==> src/common/bfu_pkg.sv <==
// Shared constants and types of the branch and fetch front end
package bfu_pkg;
    localparam int ADDR_W         = 32;  // Instruction address width
    localparam int WORD_BYTES     = 4;   // Bytes per instruction
    localparam int GROUP_MAX      = 4;   // Instructions per fetch group
    localparam int BLOCK_BYTES    = 32;  // Cache block size in bytes
    localparam int MAX_UNRESOLVED = 3;   // Unresolved predicted branches
    localparam int RAS_DEPTH      = 4;   // Return-address stack entries
    localparam int BRANCH_TARGET_INSTRUCTION_CACHE_ENTRIES   = 16;  // Target cache entries
    localparam logic [31:0] RESET_PC = 32'h0000_0100;  // First fetch

    // Branch kinds seen by the branch unit
    typedef enum logic [2:0] {
        BR_UNCOND,    // Unconditional direct
        BR_COND,      // Conditional direct
        BR_LINK,      // Conditional to link register
        BR_COUNT,     // Conditional to count register
        BR_CNT_COND   // Counter decrement plus condition
    } bfu_kind_t;
endpackage

==> src/common/bfu_branch_target_instruction_cache_if.sv <==
`timescale 1ns/1ns
`default_nettype none
// Lookup and allocate port between core and target cache memory
interface bfu_branch_target_instruction_cache_if;
    import bfu_pkg::*;
    localparam int IDX_W = $clog2(BRANCH_TARGET_INSTRUCTION_CACHE_ENTRIES);
    logic              rd_en;     // Lookup strobe
    logic [IDX_W-1:0]  rd_idx;    // Lookup index
    logic              rd_valid;  // Registered entry valid
    logic [ADDR_W-1:0] rd_tag;    // Registered entry tag
    logic              wr_en;     // Allocate strobe
    logic [IDX_W-1:0]  wr_idx;    // Allocate index
    logic [ADDR_W-1:0] wr_tag;    // Allocate tag
    modport core (output rd_en, rd_idx, wr_en, wr_idx, wr_tag,
                  input rd_valid, rd_tag);
    modport mem (input rd_en, rd_idx, wr_en, wr_idx, wr_tag,
                 output rd_valid, rd_tag);
endinterface
`default_nettype wire

==> src/rtl/bfu_branch_target_instruction_cache_mem.sv <==
`timescale 1ns/1ns
`default_nettype none
// Target cache tag store with registered read data
module bfu_branch_target_instruction_cache_mem
    import bfu_pkg::*;
(
    // Clock and reset
    input wire logic clk_sys,
    input wire logic rst,
    // Core side
    bfu_branch_target_instruction_cache_if.mem  bt
);
    logic [BRANCH_TARGET_INSTRUCTION_CACHE_ENTRIES-1:0] vld;                  // Entry valid bits
    logic [ADDR_W-1:0]       tags [BRANCH_TARGET_INSTRUCTION_CACHE_ENTRIES];  // Branch address tags

    // Valid bits cleared by reset, set on allocation
    always_ff @(posedge clk_sys or posedge rst) begin
        if (rst) begin
            vld <= '0;
        end else if (bt.wr_en) begin
            vld[bt.wr_idx] <= 1'b1;
        end
    end

    // Tag array, no reset needed behind the valid bits
    always_ff @(posedge clk_sys) begin
        if (bt.wr_en) begin
            tags[bt.wr_idx] <= bt.wr_tag;
        end
    end

    // Read data held in a register until the next lookup
    always_ff @(posedge clk_sys or posedge rst) begin
        if (rst) begin
            bt.rd_valid <= 1'b0;
            bt.rd_tag   <= '0;
        end else if (bt.rd_en) begin
            bt.rd_valid <= vld[bt.rd_idx];
            bt.rd_tag   <= tags[bt.rd_idx];
        end
    end
endmodule
`default_nettype wire

==> src/rtl/bfu_core.sv <==
`timescale 1ns/1ns
`default_nettype none
module bfu_core
    import bfu_pkg::*;
#(
    parameter int MAX_UNR = MAX_UNRESOLVED,  // Unresolved branch limit
    parameter int RAS_N   = RAS_DEPTH        // Return stack depth
) (
    // Clock and reset
    input  wire logic              clk_sys,
    input  wire logic              rst,
    // Branch execute request from the queue
    input  wire logic              br_valid,
    input  wire bfu_kind_t         br_kind,
    input  wire logic [ADDR_W-1:0] br_pc,
    input  wire logic [ADDR_W-1:0] br_target,
    input  wire logic              br_pred_taken,
    input  wire logic              br_sets_link,
    // Status for the oldest unresolved branch
    input  wire logic              cond_known,
    input  wire logic              cond_taken,
    input  wire logic              link_ready,
    input  wire logic [ADDR_W-1:0] link_value,
    input  wire logic              count_ready,
    input  wire logic [ADDR_W-1:0] count_value,
    input  wire logic              count_zero,
    // Instruction cache access
    output wire logic              ic_req,
    output wire logic [ADDR_W-1:0] ic_addr,
    output wire logic [2:0]        ic_cnt,
    // Fetch group into the instruction queue
    output wire logic              grp_valid,
    output wire logic [ADDR_W-1:0] grp_addr,
    output wire logic [2:0]        grp_cnt,
    output wire logic              grp_branch_target_instruction_cache,
    // Branch outcome
    output wire logic              br_done,
    output wire logic              br_fold,
    output wire logic              flush,
    output wire logic [1:0]        unresolved
);
    localparam int OFF_W  = $clog2(BLOCK_BYTES);
    localparam int WSH    = $clog2(WORD_BYTES);
    localparam int RAS_PW = $clog2(RAS_N);
    localparam int UC_W   = 2;
    localparam int IDX_W  = $clog2(BRANCH_TARGET_INSTRUCTION_CACHE_ENTRIES);
    localparam logic [ADDR_W-1:0] WORD_STEP = ADDR_W'(WORD_BYTES);

    // Whole state of the unit
    typedef struct packed {
        logic [ADDR_W-1:0]                 fpc;       // Next sequential
        logic                              ic_req;    // Access issued
        logic [ADDR_W-1:0]                 ic_addr;
        logic [2:0]                        ic_cnt;
        logic                              redir;     // Redirect pending
        logic                              branch_target_instruction_cache_try;  // Taken direct branch, lookup used
        logic [ADDR_W-1:0]                 redir_pc;
        logic [ADDR_W-1:0]                 br_pc;     // Last branch
        logic                              grp_valid;
        logic [ADDR_W-1:0]                 grp_addr;
        logic [2:0]                        grp_cnt;
        logic                              grp_branch_target_instruction_cache;
        logic                              br_done;
        logic                              br_fold;
        logic                              flush;
        logic [RAS_N-1:0][ADDR_W-1:0]      ras;       // Return stack
        logic [RAS_PW-1:0]                 rtop;      // Next free slot
        logic [UC_W-1:0]                   ucnt;      // Unresolved count
        logic [MAX_UNR-1:0][2:0]           ekind;     // Oldest first
        logic [MAX_UNR-1:0]                etaken;
        logic [MAX_UNR-1:0][ADDR_W-1:0]    etarget;
        logic [MAX_UNR-1:0][ADDR_W-1:0]    efall;
    } bfu_state_t;

    bfu_state_t        s;            // Registered state
    bfu_state_t        n;            // Next state
    bfu_kind_t         okind;        // Kind of oldest unresolved
    logic              rslv_ready;   // Oldest can resolve now
    logic              rslv_taken;   // Its real direction
    logic [ADDR_W-1:0] rslv_target;  // Its real target
    logic              mis_now;      // Oldest found mispredicted
    logic [ADDR_W-1:0] correct_pc;   // Restart address
    logic              exec_now;     // Branch executes this cycle
    logic              take_now;     // Executed branch predicted taken
    logic [ADDR_W-1:0] ras_top;      // Top of return stack
    logic [ADDR_W-1:0] pred_target;  // Predicted target
    logic              branch_target_instruction_cache_hit;     // Lookup matched
    logic [ADDR_W-1:0] issue;        // Address of this cycle's access

    bfu_branch_target_instruction_cache_if bt();

    // Words left before the block end, capped at one group
    function automatic logic [2:0] grp_len(input logic [ADDR_W-1:0] a);
        logic [OFF_W:0] left;
        left = (OFF_W+1)'(BLOCK_BYTES) - {1'b0, a[OFF_W-1:0]};
        left = left >> WSH;
        if (left > (OFF_W+1)'(GROUP_MAX)) begin
            grp_len = 3'(GROUP_MAX);
        end else begin
            grp_len = left[2:0];
        end
    endfunction

    // Address that follows a group
    function automatic logic [ADDR_W-1:0] after(input logic [ADDR_W-1:0] a);
        after = a + (ADDR_W'(grp_len(a)) << WSH);
    endfunction

    // Target cache tag store
    bfu_branch_target_instruction_cache_mem u_mem (
        .clk_sys (clk_sys),
        .rst     (rst),
        .bt      (bt.mem)
    );

    // Resolution readiness of the oldest branch
    assign okind = bfu_kind_t'(s.ekind[0]);
    assign rslv_ready = (s.ucnt != '0) && (
        (okind == BR_COND)  ? cond_known :
        (okind == BR_LINK)  ? (link_ready && cond_known) :
        (okind == BR_COUNT) ? (count_ready && cond_known) :
        ((count_ready && (count_zero || cond_known))
         || (cond_known && !cond_taken)));
    assign rslv_taken = (okind == BR_CNT_COND)
        ? (cond_known && cond_taken && count_ready && !count_zero)
        : cond_taken;
    assign rslv_target = (okind == BR_LINK)  ? link_value :
                         (okind == BR_COUNT) ? count_value : s.etarget[0];
    assign mis_now = rslv_ready && ((rslv_taken != s.etaken[0]) ||
                     (rslv_taken && (rslv_target != s.etarget[0])));
    assign correct_pc = rslv_taken ? rslv_target : s.efall[0];

    // Execute gate; conditionals stop at the unresolved limit
    assign exec_now = br_valid && !s.br_done && !s.redir && !mis_now &&
                      ((br_kind == BR_UNCOND) ||
                       (s.ucnt < UC_W'(MAX_UNR)));
    assign take_now = exec_now && ((br_kind == BR_UNCOND) || br_pred_taken);
    assign ras_top = s.ras[s.rtop - RAS_PW'(1)];
    assign pred_target = (br_kind == BR_LINK) ? ras_top : br_target;

    // Lookup on execute, allocate on a direct miss
    assign branch_target_instruction_cache_hit  = bt.rd_valid && (bt.rd_tag == s.br_pc);
    assign bt.rd_en  = exec_now;
    assign bt.rd_idx = br_pc[IDX_W+WSH-1:WSH];
    assign bt.wr_en  = s.redir && s.branch_target_instruction_cache_try && !branch_target_instruction_cache_hit;
    assign bt.wr_idx = s.br_pc[IDX_W+WSH-1:WSH];
    assign bt.wr_tag = s.br_pc;

    // Next-state logic
    always_comb begin
        n = s;
        n.grp_valid = 1'b0;
        n.br_done   = 1'b0;
        n.br_fold   = 1'b0;
        n.flush     = 1'b0;
        n.redir     = 1'b0;
        n.branch_target_instruction_cache_try  = 1'b0;
        issue       = s.fpc;
        // Cache delivers one cycle after its access
        if (s.ic_req) begin
            n.grp_valid = 1'b1;
            n.grp_addr  = s.ic_addr;
            n.grp_cnt   = s.ic_cnt;
            n.grp_branch_target_instruction_cache  = 1'b0;
        end
        // Redirect: target cache group, else cache access at target
        if (s.redir) begin
            issue = s.redir_pc;
            if (s.branch_target_instruction_cache_try && branch_target_instruction_cache_hit) begin
                n.grp_valid = 1'b1;
                n.grp_addr  = s.redir_pc;
                n.grp_cnt   = grp_len(s.redir_pc);
                n.grp_branch_target_instruction_cache  = 1'b1;
                issue       = after(s.redir_pc);
            end
        end
        // One access per cycle, cut at the block end
        n.ic_req  = 1'b1;
        n.ic_addr = issue;
        n.ic_cnt  = grp_len(issue);
        n.fpc     = after(issue);
        // Resolve oldest: restart or retire it
        if (rslv_ready) begin
            if (mis_now) begin
                n.flush     = 1'b1;
                n.ucnt      = '0;
                n.grp_valid = 1'b0;
                n.ic_req    = 1'b0;
                n.redir     = 1'b1;
                n.redir_pc  = correct_pc;
            end else begin
                for (int i = 0; i < MAX_UNR - 1; i++) begin
                    n.ekind[i]   = s.ekind[i+1];
                    n.etaken[i]  = s.etaken[i+1];
                    n.etarget[i] = s.etarget[i+1];
                    n.efall[i]   = s.efall[i+1];
                end
                n.ucnt = s.ucnt - UC_W'(1);
            end
        end
        // Execute a branch
        if (exec_now) begin
            n.br_done = 1'b1;
            n.br_pc   = br_pc;
            if (br_kind == BR_LINK) begin
                n.rtop = s.rtop - RAS_PW'(1);
            end
            if (br_sets_link) begin
                n.ras[n.rtop] = br_pc + WORD_STEP;
                n.rtop        = n.rtop + RAS_PW'(1);
            end
            // Predicted branches wait in order for resolution
            if (br_kind != BR_UNCOND) begin
                n.ekind[n.ucnt]   = br_kind;
                n.etaken[n.ucnt]  = take_now;
                n.etarget[n.ucnt] = pred_target;
                n.efall[n.ucnt]   = br_pc + WORD_STEP;
                n.ucnt            = n.ucnt + UC_W'(1);
            end
            // Taken: drop fall-through, redirect next cycle
            if (take_now) begin
                n.grp_valid = 1'b0;
                n.ic_req    = 1'b0;
                n.redir     = 1'b1;
                n.redir_pc  = pred_target;
                n.branch_target_instruction_cache_try  = (br_kind == BR_UNCOND) ||
                              (br_kind == BR_COND);
                n.br_fold   = !br_sets_link &&
                              (br_kind != BR_CNT_COND);
            end
        end
    end

    // State register
    always_ff @(posedge clk_sys or posedge rst) begin
        if (rst) begin
            s     <= '0;
            s.fpc <= RESET_PC;
        end else begin
            s <= n;
        end
    end

    // Outputs straight from state
    assign ic_req     = s.ic_req;
    assign ic_addr    = s.ic_addr;
    assign ic_cnt     = s.ic_cnt;
    assign grp_valid  = s.grp_valid;
    assign grp_addr   = s.grp_addr;
    assign grp_cnt    = s.grp_cnt;
    assign grp_branch_target_instruction_cache   = s.grp_branch_target_instruction_cache;
    assign br_done    = s.br_done;
    assign br_fold    = s.br_fold;
    assign flush      = s.flush;
    assign unresolved = s.ucnt;
endmodule
`default_nettype wire

==> config.mk <==
export PLATFORM = sky130hd
export DESIGN_NAME = bfu_core
export DESIGN_NICKNAME = d
export VERILOG_FILES = /design/src/common/bfu_pkg.sv /design/src/common/bfu_branch_target_instruction_cache_if.sv /design/src/rtl/bfu_branch_target_instruction_cache_mem.sv /design/src/rtl/bfu_core.sv
export SDC_FILE = /design/constraint.sdc
export NUM_CORES = 2
export LEC_CHECK = 0
export BUFFER_PORTS_ARGS = -buffer_cell sky130_fd_sc_hd__buf_2
export CAP_MARGIN = 0
export CORE_MARGIN = 10
export CORE_UTILIZATION = 50
export CTS_CLUSTER_DIAMETER = 100
export DETAILED_ROUTE_END_ITERATION = 6
export GPL_TIMING_DRIVEN = 0
export PLACE_DENSITY = 0.7
export SLEW_MARGIN = 25
export SYNTH_ARGS = -nofsm -noshare
export SYNTH_HDL_FRONTEND = slang
export SYNTH_SLANG_ARGS = --single-unit
==> constraint.sdc <==
create_clock -name clk_sys -period 17.3 [get_ports clk_sys]
set_input_delay 1.73 -clock clk_sys [delete_from_list [all_inputs] [get_ports clk_sys]]
set_output_delay 1.73 -clock clk_sys [all_outputs]
set_load 0.02 [all_outputs]
==> flow_summary.html <==
<table>
<tr><th>Metric</th><th>Value</th></tr>
<tr><th colspan="2">Outcome</th></tr>
<tr><td>Run status</td><td>complete, no violations</td></tr>
<tr><th colspan="2">Synth</th></tr>
<tr><td>Biggest area consumer among synthesized cells</td><td>edfxtp_1</td></tr>
<tr><td>Post-Syn Area per Cell</td><td>about 14 sq um</td></tr>
<tr><td>Portion of the post-synthesis area used by sequential elements</td><td>61.8%</td></tr>
<tr><td>Proportion of synthesized flip-flops having asynchronous set or reset</td><td>between 50% and 60%</td></tr>
<tr><td>Total standard cell area after synthesis</td><td>0.0474 sq mm</td></tr>
<tr><td>Synth Net Count</td><td>between 3000 and 4000</td></tr>
<tr><td>Cell types with the largest area share after synthesis</td><td>edfxtp_1 32%, dfrtp_1 29%, mux4_2 9.4%, mux2_2 5.4%, mux2i_1 3.6%</td></tr>
<tr><td>Post-synthesis sequential element count</td><td>approximately 1100</td></tr>
<tr><td>Post-synth EDFFs</td><td>512</td></tr>
<tr><td>Warnings, synthesis</td><td>0</td></tr>
<tr><td>Syn Inst Count</td><td>approximately 3400</td></tr>
<tr><td>Unique masters post-synth</td><td>88</td></tr>
<tr><td>Leading register cell type out of synthesis</td><td>dfrtp_1</td></tr>
<tr><td>Yosys top cell area share</td><td>between 30% and 40%</td></tr>
<tr><th colspan="2">Clock tree</th></tr>
<tr><td>Hold buffer count at CTS</td><td>0</td></tr>
<tr><td>Total setup buffers inserted after CTS</td><td>0</td></tr>
<tr><td>Reg clk slew, reported paths</td><td>0.06 ns</td></tr>
<tr><td>CTS root buf</td><td>clkbuf_16</td></tr>
<tr><td>Clock tree sinks</td><td>~1100</td></tr>
<tr><td>Clock Latency Late Sink</td><td>0.71 ns</td></tr>
<tr><td>CTS resizes</td><td>0</td></tr>
<tr><td>CTS buffer count</td><td>around 110</td></tr>
<tr><td>Maximum buffer depth of the clock tree</td><td>3</td></tr>
<tr><td>CTS tree</td><td>built</td></tr>
<tr><td>CTS H-Tree Depth</td><td>3</td></tr>
<tr><th colspan="2">GRT</th></tr>
<tr><td>First-pass GRT wire length</td><td>202000 um</td></tr>
<tr><td>Global-route total usage across every layer</td><td>25.0%</td></tr>
<tr><td>Number of global-route vias before repair</td><td>30800</td></tr>
<tr><td>Maximum number of pins on one net before global-route repair</td><td>35</td></tr>
<tr><td>Antenna violations before repair</td><td>11</td></tr>
<tr><td>Aggregate global routing overflow</td><td>0</td></tr>
<tr><th colspan="2">Setup path</th></tr>
<tr><td>Worst Setup Path Type</td><td>input pin to flop</td></tr>
<tr><td>Worst EP required</td><td>17.81 ns</td></tr>
<tr><td>Setup crit end kind</td><td>flop</td></tr>
<tr><td>Critical path peak fanout</td><td>10</td></tr>
<tr><td>Nature of the critical path startpoint</td><td>input pin</td></tr>
<tr><td>Arrival @ worst endpoint</td><td>about 6.6 ns</td></tr>
<tr><th colspan="2">Placement</th></tr>
<tr><td>HPWL after detailed placement</td><td>99000 um</td></tr>
<tr><td>Placed cell areas</td><td>0.0515 sq mm</td></tr>
<tr><td>Placed instance count</td><td>4897</td></tr>
<tr><td>Count of buffers inserted at the top-level ports</td><td>roughly 220</td></tr>
<tr><td>Routability congestion estimate from global placement</td><td>around 0.95</td></tr>
<tr><td>Pre-CTS setup slack</td><td>10.68 ns</td></tr>
<tr><th colspan="2">Layout</th></tr>
<tr><td>Share of post-route cells with drive strength above 1</td><td>27.9%</td></tr>
<tr><td>Count of filler cells inserted in the layout</td><td>~7300</td></tr>
<tr><td>Final net count</td><td>between 3000 and 4000</td></tr>
<tr><td>Fin cells</td><td>5092</td></tr>
<tr><td>Design area</td><td>about 0.055 sq mm</td></tr>
<tr><td>Layout area overhead</td><td>15.8%</td></tr>
<tr><th colspan="2">Route</th></tr>
<tr><td>Vias per Instance</td><td>about 6.0</td></tr>
<tr><td>Routed Antenna Nets</td><td>0</td></tr>
<tr><td>Vias after detailed routing</td><td>30700</td></tr>
<tr><td>Remaining design rule violation count</td><td>0</td></tr>
<tr><td>Detailed-routing iteration count for the pre-antenna-repair pass</td><td>6</td></tr>
<tr><td>Number of DRC violations after detailed-routing iteration 0</td><td>3027</td></tr>
<tr><td>Wirelength, routed</td><td>~140000 um</td></tr>
<tr><td>Wire length per cell after detailed routing</td><td>26.7 um</td></tr>
<tr><th colspan="2">Floorplanning</th></tr>
<tr><td>DIE AREA</td><td>0.108 sq mm</td></tr>
<tr><td>Number of primary I/O pins</td><td>219</td></tr>
<tr><td>Die boundary height</td><td>328 um</td></tr>
<tr><td>Horizontal die dimension</td><td>roughly 330 um</td></tr>
<tr><td>Starting utilization of the core area</td><td>50.6%</td></tr>
<tr><td>Number of standard-cell rows in the floorplan</td><td>112</td></tr>
<tr><td>Area of the core</td><td>0.0937 sq mm</td></tr>
<tr><th colspan="2">Run</th></tr>
<tr><td>Total of max-cap violations</td><td>0</td></tr>
<tr><th colspan="2">Timing</th></tr>
<tr><td>Pins Over Slew Limit</td><td>0</td></tr>
<tr><td>Final Critical Period</td><td>6.09 ns</td></tr>
<tr><td>Clock skew</td><td>0.0349 ns</td></tr>
<tr><td>Slew @ Worst Pin</td><td>1.10 ns</td></tr>
<tr><td>Setup violation total in the final timing report</td><td>0</td></tr>
<tr><td>Setup TNS</td><td>0 ns</td></tr>
<tr><td>Maximum clock rate</td><td>0.164 GHz</td></tr>
<tr><td>Hold violation count in the final report</td><td>0</td></tr>
<tr><td>Worst slew slack as a fraction of its limit</td><td>24.5%</td></tr>
<tr><td>Worst path setup slack after routing</td><td>11.21 ns</td></tr>
<tr><td>Unrepaired setup endpoints after global routing</td><td>no</td></tr>
<tr><td>Share of the clock period used by the worst path after layout</td><td>35.2%</td></tr>
<tr><th colspan="2">Hold path</th></tr>
<tr><td>Worst Hold Class</td><td>flop to flop</td></tr>
<tr><th colspan="2">Power and ir drop</th></tr>
<tr><td>LEAKAGE</td><td>between 0.02 and 0.025 uW</td></tr>
<tr><td>Worst IR drop on VDD</td><td>0.0000915 V</td></tr>
<tr><td>Cell Pwr Density</td><td>171 mW/mm^2</td></tr>
<tr><td>Overall power consumption</td><td>9380 uW</td></tr>
</table>
==> power by group <==
group | switching (uW) | total [uW] | leakage, uW | internal [uW]
Sequential | 611 | 4120 | 0.0113 | 3510
Combinational | 1690 | 2970 | 0.00842 | 1280
Clock | 988 | 2290 | 0.00167 | 1310
==> flip-flops by register name, summed over array words and instances, names as in the netlist <==
register,cells
ic_cnt,3
grp_branch_target_instruction_cache,1
u_mem.bt.rd_tag,32
ic_addr,32
flush,1
okind,3
ic_req,1
u_mem.tags,512
grp_valid,1
u_mem.vld,16
bt.wr_tag,32
br_done,1
s,395
unresolved,2
grp_addr,32
br_fold,1
grp_cnt,3
u_mem.bt.rd_valid,1
==> cells in the mapped netlist (all sizes together) (3+ instances only) <==
library cell  count
mux2i           169
a31o              3
a211oi           10
a41oi             4
or4               3
o31ai             6
xor2             43
nor2b            11
and2              6
and4bb            3
a31oi             6
a21o              4
edfxtp          512
clkbuf          128
a221oi            3
ha               13
or2              22
nor4b             4
or3               9
mux4            197
and3             18
nor2            169
o21ai            77
nor4             29
nand4b            4
a2bb2oi           4
inv              67
o21a              6
dfrtp           556
nand2           278
and4              6
a211o             3
nand2b            9
nand3            32
xnor2            92
or4b              3
o211ai           34
nor3             26
mux2            233
nand4            41
a21oi           260
buf             156
a22oi            67
nand3b            4
==> cell usage in the layout, fill, tap and decap left out, drive strengths merged, types with 9 or more instances in the layout <==
cell,n
dfrtp,556
edfxtp,512
buf,434
clkbuf,283
nand2,278
a21oi,260
mux2,233
mux4,197
mux2i,169
nor2,169
xnor2,92
o21ai,77
inv,68
a22oi,67
xor2,43
nand4,41
o211ai,34
nand3,32
nor4,29
clkinv,29
nor3,26
or2,22
and3,18
ha,13
nor2b,11
a211oi,10
or3,9
nand2b,9
==> cells by family (layout without fill, tap and decap cells) <==
logic type,after synthesis,after routing,share of synthesized area [%]
DFF,1069,1069,61.8
xor gates and xnor gates,135,135,2.49
and+or+nand+nor,684,684,6.84
AOI/OAI and AO/OA,509,509,6.49
muxes,599,599,18.4
adders and majority gates,14,14,0.385
other,0,2,0
buffers and inverters,351,826,3.55
==> critical path, stage by stage <==
cell and delay, ns:
buf_2 0.10, mux2i_1 0.52, xnor2_1 0.13, nor4_1 0.57
nand4_1 0.23, o31ai_2 0.38, a21oi_1 0.14, or2_2 0.31
clkbuf_1 0.29, o21ai_0 0.45, ha_1 0.25, nor4bb_1 0.52
buf_2 0.37, clkbuf_1 0.47, a22oi_1 0.14
==> final timing paths <==
path | start | slack [ns] | cells past startpoint | to
min in group asynchronous | rst | 1.10 | 2 | bt.wr_tag[8]$_DFFE_PP0P_
max reg2reg | okind[0]$_DFF_PP0_ | 11.28 | 16 | s[139]$_DFF_PP0_
max in group asynchronous | rst | 14.30 | 9 | s[263]$_DFFE_PP0P_
min | u_mem.vld[10]$_DFFE_PP0P_ | 0.47 | 1 | u_mem.vld[10]$_DFFE_PP0P_
max | count_value[1] | 11.21 | 15 | s[139]$_DFF_PP0_
min reg2reg | u_mem.vld[10]$_DFFE_PP0P_ | 0.47 | 1 | u_mem.vld[10]$_DFFE_PP0P_
==> routing by layer <==
| layer | wire (um) | track usage (%) |
|---|---|---|
| met1 | 55100 | 34.1 |
| met2 | 64200 | 39.8 |
| met3 | 12700 | 5.35 |
| met4 | 4000 | 7.79 |
| met5 | 94 | 0 |
==> through the flow <==
| step | hold WS, ns | utilization [%] |
|---|---|---|
| final | 0.467 | 58.6 |
| after global routing | 0.481 | 58.6 |
| after CTS | 0.465 | 58.6 |
| after detailed placement | 0.450 | 54.9 |
| after global placement | 0.446 | 53.4 |
| after floorplan | 0.434 | - |
==> area by class of cell <==
type                    instances  area, sq um  area share (%)
plain buffers                 284         1450            2.64
multi-input cells            1941        16600            30.2
diodes                          2         5.00         0.00911
repair buffers                282         2340            4.26
inverters                      67          255           0.464
well taps                    1254         1570            2.86
clock inverters                42          503           0.915
clock buffers                 151         2940            5.36
flip-flops and latches       1069        29300            53.3
No activity file was read; power rests on OpenSTA's default activity.
